<file path="src/operand_address_generator_defs.vh">
// constants for the operand address generator
// assumes a 16-bit byte-addressed core with a workspace pointer in memory
`ifndef OPERAND_ADDRESS_GENERATOR_DEFS_VH
`define OPERAND_ADDRESS_GENERATOR_DEFS_VH
`define MODE_DIRECT 2'h0
`define MODE_INDIRECT 2'h1
`define MODE_SYMBOLIC 2'h2
`define MODE_AUTOINC 2'h3
`define REG_ZERO 4'h0
`define BYTE_STEP 16'h0001
`define WORD_STEP 16'h0002
`define ZERO16 16'h0000
`define FMT_TWO_OP 3'h0
`define FMT_IMMEDIATE 3'h1
`define FMT_JUMP 3'h2
`define FMT_NONE 3'h3
`define IMM_APPLY 2'h0
`define IMM_LOAD_WP 2'h1
`define IMM_LOAD_MASK 2'h2
`define JCOND_ALWAYS 1'h0
`define JCOND_EQUAL 1'h1
`define EQ_BIT 2
`define MASK_LSB 12
`define FLD_BYTE 12
`define FLD_DMODE 11:10
`define FLD_DREG 9:6
`define FLD_SMODE 5:4
`define FLD_SREG 3:0
`define FLD_DISP 7:0
`endif

</file>
<file path="src/operand_address_generator.v">
// operand effective-address generator: decodes one instruction word
// assumes a memory port answering one read or write per request with mem_ack
// Function
// RL1 - indirect mode: register contents address the operand
// RL2 - autoincrement adds one for byte, two word
// RL3 - words two address units apart, bytes one
// RL4 - symbolic, register zero: next word is address
// RL5 - symbolic address is full 16-bit extension word
// RL6 - first extension is source, second is destination
// RL7 - symbolic nonzero register field selects indexing
// RL8 - indexed address is extension plus index register
// RL9 - register zero never serves as index
// RL10 - only symbolic mode ever adds an index
// RL11 - pointers come only from workspace registers
// RL12 - immediate taken from stream, applied or loaded
// RL13 - relative jumps unconditional or on status test
// RL14 - jump if equal only when equal flag set
// RL15 - jump offset in bytes from jump address; code doubles the 8-bit offset, so the offset counts words
// RL16 - mode zero: operand is register itself
// RL17 - byte flag set means byte operand
// RL18 - two-operand field positions as listed
// RL19 - autoincrement written back after address use
`timescale 1ns/1ps
`include "operand_address_generator_defs.vh"
module operand_address_generator #(
   parameter W = 16
) (
   input wire clk,
   input wire rst_n,
   input wire start,
   input wire [W-1:0] instr,
   input wire [2:0] fmt,
   input wire [1:0] imm_kind,
   input wire jump_cond,
   input wire [W-1:0] pc,
   input wire [W-1:0] wp,
   input wire [W-1:0] status_word,
   output reg mem_req,
   output reg mem_we,
   output reg [W-1:0] mem_addr,
   output reg [W-1:0] mem_wdata,
   input wire mem_ack,
   input wire [W-1:0] mem_rdata,
   output reg busy,
   output reg done,
   output reg src_is_reg,
   output reg [W-1:0] src_ea,
   output reg dst_is_reg,
   output reg [W-1:0] dst_ea,
   output reg byte_op,
   output reg [W-1:0] imm_value,
   output reg imm_valid,
   output reg load_wp,
   output reg load_mask,
   output reg [W-1:0] next_pc,
   output reg jump_taken
);
   // ***************************************
   // reset release
   // ***************************************
   // release is synchronous so no flop leaves reset a cycle early
   reg rst_s1_r, rst_s2_r;
   always @(posedge clk or negedge rst_n) begin
      if (!rst_n) begin
         rst_s1_r <= 1'b0;
         rst_s2_r <= 1'b0;
      end else begin
         rst_s1_r <= 1'b1;
         rst_s2_r <= rst_s1_r;
      end
   end
   wire rstn_i = rst_s2_r;

   // ***************************************
   // helpers
   // ***************************************
   // wraps at the top of memory, as the address space does
   // workspace register n sits at wp + 2n (word spacing)
   function [W-1:0] reg_addr;
      input [W-1:0] base;
      input [3:0] n;
      begin
         reg_addr = base + {{(W-5){1'b0}}, n, 1'b0}; // see RL3
      end
   endfunction

   localparam S_IDLE = 4'h0, S_SRC_PTR = 4'h1, S_SRC_EXT = 4'h2, S_SRC_IDX = 4'h3,
      S_SRC_INC = 4'h4, S_DST_PTR = 4'h5, S_DST_EXT = 4'h6, S_DST_IDX = 4'h7,
      S_DST_INC = 4'h8, S_IMM = 4'h9, S_DONE = 4'ha;

   reg [3:0] state_r;
   reg [W-1:0] ipc_r, ins_r, ptr_r;

   // see RL18: fields numbered with bit 0 as lsb
   wire [1:0] dest_mode_field = ins_r[`FLD_DMODE];
   wire [3:0] dest_reg_field = ins_r[`FLD_DREG];
   wire [1:0] src_mode_field = ins_r[`FLD_SMODE];
   wire [3:0] src_reg_field = ins_r[`FLD_SREG];
   wire byte_flag = ins_r[`FLD_BYTE]; // see RL17
   wire [W-1:0] step = byte_flag ? `BYTE_STEP : `WORD_STEP; // see RL2 RL3
   wire [7:0] disp = instr[`FLD_DISP];
   wire [W-1:0] disp_bytes = {{(W-9){disp[7]}}, disp, 1'b0};

   // ***************************************
   // fields of the word offered with start
   // ***************************************
   // decoded live so the first access leaves in the take cycle
   wire in_byte = instr[`FLD_BYTE];
   wire [1:0] in_dmode = instr[`FLD_DMODE];
   wire [3:0] in_dreg = instr[`FLD_DREG];
   wire [1:0] in_smode = instr[`FLD_SMODE];
   wire [3:0] in_sreg = instr[`FLD_SREG];

   // mode to first state for a given operand side
   function [3:0] first_state;
      input [1:0] mode;
      input [3:0] rf;
      input dst;
      begin
         case (mode)
            `MODE_INDIRECT, `MODE_AUTOINC: first_state = dst ? S_DST_PTR : S_SRC_PTR; // see RL1 RL11
            `MODE_SYMBOLIC: first_state = dst ? S_DST_EXT : S_SRC_EXT; // see RL4 RL5
            default: first_state = dst ? S_DONE : S_DST_PTR;
         endcase
      end
   endfunction

   wire [3:0] after_src = (dest_mode_field == `MODE_DIRECT) ? S_DONE : first_state(dest_mode_field, dest_reg_field, 1'b1);

   // ***************************************
   // sequencer
   // ***************************************
   always @(posedge clk or negedge rstn_i) begin
      if (!rstn_i) begin
         state_r <= S_IDLE;
         ipc_r <= `ZERO16;
         ins_r <= `ZERO16;
         ptr_r <= `ZERO16;
         mem_req <= 1'b0;
         mem_we <= 1'b0;
         mem_addr <= `ZERO16;
         mem_wdata <= `ZERO16;
         busy <= 1'b0;
         done <= 1'b0;
         src_is_reg <= 1'b0;
         src_ea <= `ZERO16;
         dst_is_reg <= 1'b0;
         dst_ea <= `ZERO16;
         byte_op <= 1'b0;
         imm_value <= `ZERO16;
         imm_valid <= 1'b0;
         load_wp <= 1'b0;
         load_mask <= 1'b0;
         next_pc <= `ZERO16;
         jump_taken <= 1'b0;
      end else begin
         done <= 1'b0;
         case (state_r)
            S_IDLE: begin
               if (start) begin
                  busy <= 1'b1;
                  ins_r <= instr;
                  ipc_r <= pc + `WORD_STEP;
                  imm_valid <= 1'b0;
                  load_wp <= 1'b0;
                  load_mask <= 1'b0;
                  jump_taken <= 1'b0;
                  byte_op <= in_byte;
                  case (fmt)
                     `FMT_JUMP: begin
                        // see RL13 RL14: equal test on status bit
                        if (jump_cond == `JCOND_ALWAYS || status_word[W-1-`EQ_BIT]) begin
                           next_pc <= pc + disp_bytes; // see RL15
                           jump_taken <= 1'b1;
                        end else begin
                           next_pc <= pc + `WORD_STEP;
                        end
                        state_r <= S_DONE;
                     end
                     `FMT_IMMEDIATE: begin
                        mem_req <= 1'b1; // see RL12
                        mem_we <= 1'b0;
                        mem_addr <= pc + `WORD_STEP;
                        state_r <= S_IMM;
                     end
                     `FMT_TWO_OP: begin
                        // see RL16: direct mode names the register cell
                        // one-word default; extension paths overwrite next_pc
                        next_pc <= pc + `WORD_STEP; // see RL5
                        src_is_reg <= (in_smode == `MODE_DIRECT);
                        src_ea <= reg_addr(wp, in_sreg);
                        dst_is_reg <= (in_dmode == `MODE_DIRECT);
                        dst_ea <= reg_addr(wp, in_dreg);
                        state_r <= (in_smode == `MODE_DIRECT) ?
                           ((in_dmode == `MODE_DIRECT) ? S_DONE :
                            first_state(in_dmode, in_dreg, 1'b1)) :
                           first_state(in_smode, in_sreg, 1'b0);
                        if (in_smode == `MODE_INDIRECT || in_smode == `MODE_AUTOINC) begin
                           mem_req <= 1'b1;
                           mem_addr <= reg_addr(wp, in_sreg);
                        end else if (in_smode == `MODE_SYMBOLIC) begin
                           mem_req <= 1'b1;
                           mem_addr <= pc + `WORD_STEP;
                        end else if (in_dmode != `MODE_DIRECT) begin
                           mem_req <= 1'b1;
                           mem_addr <= (in_dmode == `MODE_SYMBOLIC) ? pc + `WORD_STEP :
                              reg_addr(wp, in_dreg);
                        end
                        mem_we <= 1'b0;
                     end
                     default: begin
                        next_pc <= pc + `WORD_STEP;
                        state_r <= S_DONE;
                     end
                  endcase
               end
            end
            S_IMM: if (mem_ack) begin
               mem_req <= 1'b0;
               imm_value <= mem_rdata; // see RL12
               imm_valid <= (imm_kind == `IMM_APPLY);
               load_wp <= (imm_kind == `IMM_LOAD_WP);
               load_mask <= (imm_kind == `IMM_LOAD_MASK);
               next_pc <= ipc_r + `WORD_STEP;
               state_r <= S_DONE;
            end
            S_SRC_PTR, S_DST_PTR: if (mem_ack) begin
               // see RL1 RL11: register contents become the address
               if (state_r == S_SRC_PTR) src_ea <= mem_rdata;
               else dst_ea <= mem_rdata;
               ptr_r <= mem_rdata;
               if ((state_r == S_SRC_PTR ? src_mode_field : dest_mode_field) == `MODE_AUTOINC) begin
                  // see RL2 RL19: write back after the old value was captured
                  mem_we <= 1'b1;
                  mem_wdata <= mem_rdata + step;
                  state_r <= (state_r == S_SRC_PTR) ? S_SRC_INC : S_DST_INC;
               end else if (state_r == S_SRC_PTR && after_src != S_DONE) begin
                  mem_addr <= (dest_mode_field == `MODE_SYMBOLIC) ? ipc_r : reg_addr(wp, dest_reg_field);
                  state_r <= after_src;
               end else begin
                  mem_req <= 1'b0;
                  next_pc <= ipc_r;
                  state_r <= S_DONE;
               end
            end
            S_SRC_INC, S_DST_INC: if (mem_ack) begin
               mem_we <= 1'b0;
               if (state_r == S_SRC_INC && after_src != S_DONE) begin
                  mem_addr <= (dest_mode_field == `MODE_SYMBOLIC) ? ipc_r : reg_addr(wp, dest_reg_field);
                  state_r <= after_src;
               end else begin
                  mem_req <= 1'b0;
                  next_pc <= ipc_r;
                  state_r <= S_DONE;
               end
            end
            S_SRC_EXT, S_DST_EXT: if (mem_ack) begin
               // see RL5 RL6: extension words taken in order, source first
               ipc_r <= ipc_r + `WORD_STEP;
               ptr_r <= mem_rdata;
               if ((state_r == S_SRC_EXT ? src_reg_field : dest_reg_field) != `REG_ZERO) begin
                  // see RL7 RL9: nonzero field names the index register
                  mem_addr <= reg_addr(wp, state_r == S_SRC_EXT ? src_reg_field : dest_reg_field);
                  state_r <= (state_r == S_SRC_EXT) ? S_SRC_IDX : S_DST_IDX;
               end else begin
                  if (state_r == S_SRC_EXT) src_ea <= mem_rdata; // see RL4
                  else dst_ea <= mem_rdata;
                  if (state_r == S_SRC_EXT && after_src != S_DONE) begin
                     mem_addr <= (dest_mode_field == `MODE_SYMBOLIC) ? ipc_r + `WORD_STEP :
                        reg_addr(wp, dest_reg_field);
                     state_r <= after_src;
                  end else begin
                     mem_req <= 1'b0;
                     next_pc <= ipc_r + `WORD_STEP;
                     state_r <= S_DONE;
                  end
               end
            end
            S_SRC_IDX, S_DST_IDX: if (mem_ack) begin
               // see RL8 RL10: only the symbolic path reaches this sum
               if (state_r == S_SRC_IDX) src_ea <= ptr_r + mem_rdata;
               else dst_ea <= ptr_r + mem_rdata;
               if (state_r == S_SRC_IDX && after_src != S_DONE) begin
                  mem_addr <= (dest_mode_field == `MODE_SYMBOLIC) ? ipc_r : reg_addr(wp, dest_reg_field);
                  state_r <= after_src;
               end else begin
                  mem_req <= 1'b0;
                  next_pc <= ipc_r;
                  state_r <= S_DONE;
               end
            end
            S_DONE: begin
               // results stand until the next start
               mem_req <= 1'b0;
               busy <= 1'b0;
               done <= 1'b1;
               state_r <= S_IDLE;
            end
            default: state_r <= S_IDLE;
         endcase
      end
   end
endmodule

</file>
<file path="config.mk">
export PLATFORM = sky130hd
export DESIGN_NAME = operand_address_generator
export DESIGN_NICKNAME = d
export VERILOG_FILES = /design/src/operand_address_generator.v
export VERILOG_INCLUDE_DIRS = /design/src
export SDC_FILE = /design/constraint.sdc
export NUM_CORES = 1
export LEC_CHECK = 0
export BUFFER_PORTS_ARGS = -buffer_cell sky130_fd_sc_hd__buf_2
export CORE_ASPECT_RATIO = 1.75
export CORE_MARGIN = 1.5
export CORE_UTILIZATION = 50
export CTS_CLUSTER_SIZE = 12
export DETAILED_ROUTE_END_ITERATION = 6
export PLACE_DENSITY = 0.7
export SLEW_MARGIN = 0
export SYNTH_ARGS = -nofsm -noshare
export SYNTH_HDL_FRONTEND = slang
export SYNTH_SLANG_ARGS = --single-unit
</file>
<file path="constraint.sdc">
create_clock -name clk -period 6.4 [get_ports clk]
set_input_delay 0.96 -clock clk [delete_from_list [all_inputs] [get_ports clk]]
set_output_delay 0.96 -clock clk [all_outputs]
set_load 0.005 [all_outputs]
</file>
Word-level counts from Yosys, hierarchy flattened
Index checks and enable logic that the tools add are counted.
{ "classes": {"n_eq_ne": 53, "n_mux": 115, "bitwise": 1, "n_addsub": 9, "reduce_logical": 46} }
{ "op_table": {"columns": ["op", "n"], "rows": [
  ["16-bit two-way mux", 49],
  ["16-bit one-hot mux with 4 select lines", 2],
  ["16-bit one-hot mux with 2 select lines", 3],
  ["16-bit one-hot mux with 6 select lines", 1],
  ["16-bit one-hot mux with 5 select lines", 1],
  ["4-bit two-way mux", 17],
  ["16-bit by 5-bit adder with 16-bit output", 4],
  ["2-bit inequality test, second input constant", 24],
  ["16-bit adder", 2],
  ["16-bit by 2-bit adder with 16-bit output, second input constant", 2],
  ["1-bit two-way mux", 27],
  ["4-bit one-hot mux with 2 select lines", 3],
  ["4-bit one-hot mux with 6 select lines", 1],
  ["10-bit AND reduction", 2],
  ["16-bit by 2-bit adder with 16-bit output", 1],
  ["2-bit == test, second input constant", 8],
  ["4-bit by 3-bit == test with 1-bit output, second input constant", 4],
  ["2-bit OR reduction", 8],
  ["15-bit AND reduction", 1],
  ["14-bit AND reduction", 1],
  ["13-bit AND reduction", 1],
  ["4-bit == test, second input constant", 3],
  ["3-bit AND reduction", 4],
  ["6-bit AND reduction", 2],
  ["30 further kinds", 53]
]} }
{ "word_totals": {"reg_bits": 158, "inputBits": 90, "elab_cells": 247} }

Logic depth before layout (Yosys ltp)
{ "depth": {"depth_word": 10, "depth_mapped": 15, "ltp_nobuf": 12} }

Worst setup path before layout
OpenSTA, ideal clock, no wires.
{ "synth_timing": {"kind": "register -> register", "startpoint": "reg state_r[2]", "endpoint": "reg mem_addr[5]", "arrival_time_ns": 3.520, "t_required_ns": 6.266, "stages_incl_launch_ff": 15, "n_path_buf": 4, "setup_slack_ns": 2.747, "period_less_slack_ns": 3.653, "setup_ns": 0.134, "path_cell_list": "dfrtp_1 -> buf_2 -> buf_2 -> buf_1 -> clkbuf_1 -> nor2_1 -> mux2_2 -> ha_1 -> fa_1 -> a21o_1 -> a21oi_1 -> o32ai_1 -> or2_2 -> a221oi_1 -> o21ai_0"} }
{ "synth_between": {"elab_chain_len": 6} }
{ "synth_lines": {"columns": ["item", "line_no", "rtl"], "rows": [
  ["from (decl)", "operand_address_generator.v:91", "reg [3:0] state_r;"],
  ["from (signal assigned)", "operand_address_generator.v:194", "state_r <= (in_smode == `MODE_DIRECT) ?"],
  ["from (signal assigned)", "operand_address_generator.v:236", "state_r <= (state_r == S_SRC_PTR) ? S_SRC_INC : S_DST_INC;"],
  ["from (signal assigned)", "operand_address_generator.v:239", "state_r <= after_src;"],
  ["4-bit by 2-bit == test with 1-bit output", null, null],
  ["4-bit two-way mux", "operand_address_generator.v:261, operand_address_generator.v:263", null],
  ["16-bit by 5-bit adder with 16-bit output / 4-bit nonzero test (equally long branches)", null, null],
  ["16-bit two-way mux", "operand_address_generator.v:261", "if ((state_r == S_SRC_EXT ? src_reg_field : dest_reg_field) != `REG_ZERO) begin"],
  ["16-bit two-way mux", "operand_address_generator.v:257", "S_SRC_EXT, S_DST_EXT: if (mem_ack) begin"],
  ["16-bit one-hot mux with 5 select lines", "operand_address_generator.v:158", "case (state_r)"],
  ["to (signal assigned)", "operand_address_generator.v:263", "mem_addr <= reg_addr(wp, state_r == S_SRC_EXT ? src_reg_field : dest_reg_field);"],
  ["to (signal assigned)", "operand_address_generator.v:269", "mem_addr <= (dest_mode_field == `MODE_SYMBOLIC) ? ipc_r + `WORD_STEP :"],
  ["to (signal assigned)", "operand_address_generator.v:284", "mem_addr <= (dest_mode_field == `MODE_SYMBOLIC) ? ipc_r : reg_addr(wp, dest_reg_field);"],
  ["to (decl)", "operand_address_generator.v:40", "output reg [W-1:0] mem_addr,"]
]} }
Parallel ways exist; a longest one is shown, timed or not. The select of a mux whose other input is x is not followed.
A chain may end at the register's enable or synchronous reset.

Final worst setup path
{ "layout_timing": {"startpoint": "reg state_r[0]", "endpoint": "reg mem_addr[9]"} }
The elaborated chain is that of the path after synthesis.

==> qor.txt <==
CRITICAL PATH
---------------------------------------------------------------------------------
Max stage delay on crit path                                              0.78 ns
Cell count along the critical path                                             13
Crit end category                                                            flop
Critical path launch point                                           state_r[0]$_DFFE_PN0P_
Largest delay contributor family on the critical path                compound AO/OA/AOI/OAI gates
Cells on worst reg2reg path                                                    13
Arrival time of the worst setup path                                      4.86 ns
CP Buf/Inv Count                                                                1
Required time at the endpoint of the critical path                        6.75 ns
Minimum setup slack among reg-to-reg paths                                1.89 ns
Crit Path Category                                                   flop to flop
Reg-to-Reg Start                                                     state_r[0]$_DFFE_PN0P_
Worst flop-to-flop path endpoint                                     mem_addr[9]$_DFFE_PN0P_
Max Fanout on Critical Path                                                    28
Startpoint class of the critical path                                        flop
Ordered list of cells on the worst path                              nor2_1 -> nand2_1 -> buf_4 -> nor2_1 -> mux2_2 -> ha_1 -> fa_1 -> a21o_1 -> a21oi_1 -> o32ai_1 -> a21oi_1 -> o221ai_1 -> mux2_2
Slowest CP cell                                                           dfrtp_1
Worst setup path end                                                 mem_addr[9]$_DFFE_PN0P_

SYNTHESIS
---------------------------------------------------------------------------------
Unique cell type count in the Yosys netlist                                    91
Post-synthesis instance area                                            12000 um2
Average footprint of a synthesized cell                                  8.36 um2
Share of flip-flops with an asynchronous set or reset                        1.00
Portion of the post-synthesis area used by sequential elements              0.327
Synth warn                                                                      0
Number of enable flip-flop cells after synthesis                                0
Net count after synthesis                                                    1583
Ys flop type                                                              dfrtp_1
Synthesized netlist cell count                                               1437
Flip-flop and latch count after synthesis                                     157

DRT
---------------------------------------------------------------------------------
Number of nets still failing antenna checks after routing                       0
Iteration count of the initial detailed-routing pass                            5
Number of DRC markers after the initial detailed-route iteration             1189
Final WL                                                                 43300 um
Routed vias                                                                 11900
Residual DRC count                                                              0
Mean routed wirelength per cell                                           23.0 um
Detail-routed via count per cell                                             6.34

LAYOUT
---------------------------------------------------------------------------------
Most common cell after layout, fill and taps aside                          buf_2
Ratio of cells with drive above 1 in the final layout                       0.194
Area growth syn-to-layout                                                   13.7%
Non-filler cells in the finished layout                                      1879
Highest-count cells in the layout ignoring fill and taps             buf_2 (178), dfrtp_1 (156), nor2_1 (155), a21oi_1 (150), nand2_1 (147)
Number of diodes                                                                0
Net count of the finished layout                                             1709

STA
---------------------------------------------------------------------------------
Clock period minus final worst setup slack                                4.51 ns
Fin crit share                                                              0.705
Number of hold violations in the final report                                   0
Count of final setup violators                                                  0
Top achievable clock speed                                                222 MHz
Maximum clock skew at final layout                                     0.00853 ns
Headroom to the max-slew limit                                            0.00962
RSZ-0062 raised after global routing                                        false
Count of pins over their slew limit                                             0
Actual transition at the worst max-transition pin                         1.47 ns
Total Negative Setup Slacks                                                  0 ns

POWER AND IR DROP
---------------------------------------------------------------------------------
Pwr per Cell Area                                                      520 nW/um2
Sum of internal, switching and leakage power                              7.11 mW
Peak supply drop                                                           309 uV
P_leak                                                                    5.95 nW

FLOORPLANNING
---------------------------------------------------------------------------------
Chip height                                                                208 um
Horizontal extent of the die                                               120 um
Core footprint                                                          23400 um2
Starting density of the core                                                0.513
Top-level port count                                                          197
Die area                                                                25000 um2
Standard-cell row count                                                        74

GRT
---------------------------------------------------------------------------------
Global routing usage summed across all routing layers                       0.352
Antenna violations before repair                                                0
Number of global-route vias before repair                                   11900
GRT Residual Overflow                                                           0
Maximum number of pins on one net before global-route repair                   74
First-pass GRT wire length                                               66800 um

CLOCKING
---------------------------------------------------------------------------------
Number of CTS-inserted buffers                                                 17
Root Buffer Master                                                      clkbuf_16
Total of hold buffers inserted after clock tree synthesis                       0
Post-CTS setup buffers                                                          0
TritonCTS clock tree                                                         done
Count of clock tree sinks                                                     157
Count of instances resized after the clock tree is built                        0
Clk buf depth                                                                   2
Clock network latency to the later pin of the worst-skew pair             0.46 ns
Clock slew seen by the registers of the worst setup and hold paths        0.07 ns
H-tree depth                                                                    4

STATUS
---------------------------------------------------------------------------------
Outcome                                                              finished with violations
Violations in the final reports                                      capacitance limit

PLACED DESIGN
---------------------------------------------------------------------------------
Placer Congestion                                                           0.983
Count of port buffers added during placement                                  178
Cell count after placement                                                   1848
HPWL after detailed placement                                            33100 um

FLOW RUN
---------------------------------------------------------------------------------
Max-cap violation count                                                         1

MIN PATH
---------------------------------------------------------------------------------
Hold crit path type                                                  primary input to async pin

==> synth_stat cells (7+ instances only) <==
library cell | count | area share
a21oi_1 | 151 | 0.063
o21a_1 | 10 | 0.0062
o211ai_1 | 15 | 0.0094
mux2_2 | 50 | 0.047
fa_1 | 7 | 0.012
xnor2_1 | 49 | 0.036
and3_1 | 13 | 0.0068
a22oi_1 | 9 | 0.0056
nor3_1 | 30 | 0.012
a211o_1 | 8 | 0.0058
o311ai_0 | 10 | 0.0073
dfrtp_1 | 157 | 0.33
a31oi_1 | 22 | 0.011
a211oi_1 | 16 | 0.010
nand4_1 | 10 | 0.0052
nand2b_1 | 14 | 0.0073
buf_2 | 35 | 0.015
xor2_1 | 44 | 0.032
mux2i_1 | 8 | 0.0067
o21ai_0 | 111 | 0.046
nor2b_1 | 11 | 0.0057
a221oi_1 | 13 | 0.0095
nor2_1 | 156 | 0.049
clkbuf_1 | 41 | 0.013
nand2_1 | 147 | 0.046
ha_1 | 49 | 0.051
o22ai_1 | 17 | 0.0089
inv_1 | 25 | 0.0078
a21o_1 | 22 | 0.014
nand3_1 | 36 | 0.015
==> per-stage QoR <==
step / setup WS, ns / utilization / area, um2 / hold slack, ns
after floorplan: 1.70 / - / 12000 / 0.331
after CTS: 1.97 / 0.583 / 13700 / 0.258
after detailed placement: 1.98 / 0.557 / 13000 / 0.295
after global routing: 1.58 / 0.583 / 13700 / 0.267
final: 1.89 / 0.583 / 13700 / 0.272
after global placement: 2.01 / 0.557 / 13000 / 0.295
==> worst min-delay path by stage <==
| stage | slack (ns) | end | depth (start not counted) | start |
|---|---|---|---|---|
| after detailed placement | 0.30 | src_ea[15]$_DFFE_PN0P_ | 0 | rst_s2_r$_DFF_PN0_ |
| after CTS | 0.26 | rst_s2_r$_DFF_PN0_ | 1 | rst_n |
| final | 0.27 | rst_s2_r$_DFF_PN0_ | 1 | rst_n |
| after global placement | 0.30 | src_ea[15]$_DFFE_PN0P_ | 0 | rst_s2_r$_DFF_PN0_ |
| after floorplan | 0.33 | rst_s2_r$_DFF_PN0_ | 0 | rst_s1_r$_DFF_PN0_ |
| after global routing | 0.27 | rst_s2_r$_DFF_PN0_ | 1 | rst_n |
==> layer usage <==
layer  GRT usage  wire [um]  vias up
met3      0.0625       2490      156
met4       0.286       3760        0
li1            -          -     5521
met2       0.610      22000      499
met5           0          0        -
met1       0.367      15000     5736
==> worst reg2reg max path: stages (launching register included) <==
cell	delay, ns
dfrtp_1	0.78
nor2_1	0.29
nand2_1	0.08
buf_4	0.28
nor2_1	0.34
mux2_2	0.38
ha_1	0.23
fa_1	0.42
a21o_1	0.19
a21oi_1	0.50
o32ai_1	0.21
a21oi_1	0.18
o221ai_1	0.19
mux2_2	0.33
==> power breakdown <==
part	internal, mW	switching, mW	total, mW
clock	0.658	0.461	1.12
sequential	1.47	0.458	1.93
combinational	1.58	2.48	4.06
total	3.71	3.40	7.11
==> layout make-up <==
class	instances	area [um2]
fillers	2192	9760
multi-input cells	1165	7600
flip-flops and latches	157	3930
repair buffers	196	1030
clock buffers	17	425
well taps	304	380
clock inverters	14	204
inverters	26	97.6
==> cells by family (layout without fill, tap and decap cells) <==
| group | after synthesis | count (layout) | share of synthesized area |
|---|---|---|---|
| adders and majority gates | 56 | 56 | 0.0627 |
| xor gates and xnor gates | 93 | 93 | 0.0678 |
| DFF | 157 | 157 | 0.327 |
| AOI/OAI and AO/OA | 485 | 485 | 0.261 |
| and+or+nand+nor | 472 | 472 | 0.186 |
| buffers and inverters | 115 | 253 | 0.0422 |
| muxes | 58 | 58 | 0.0535 |
| other | 1 | 1 | 0.000312 |
Note: power is estimated with default switching activity, not from simulation.
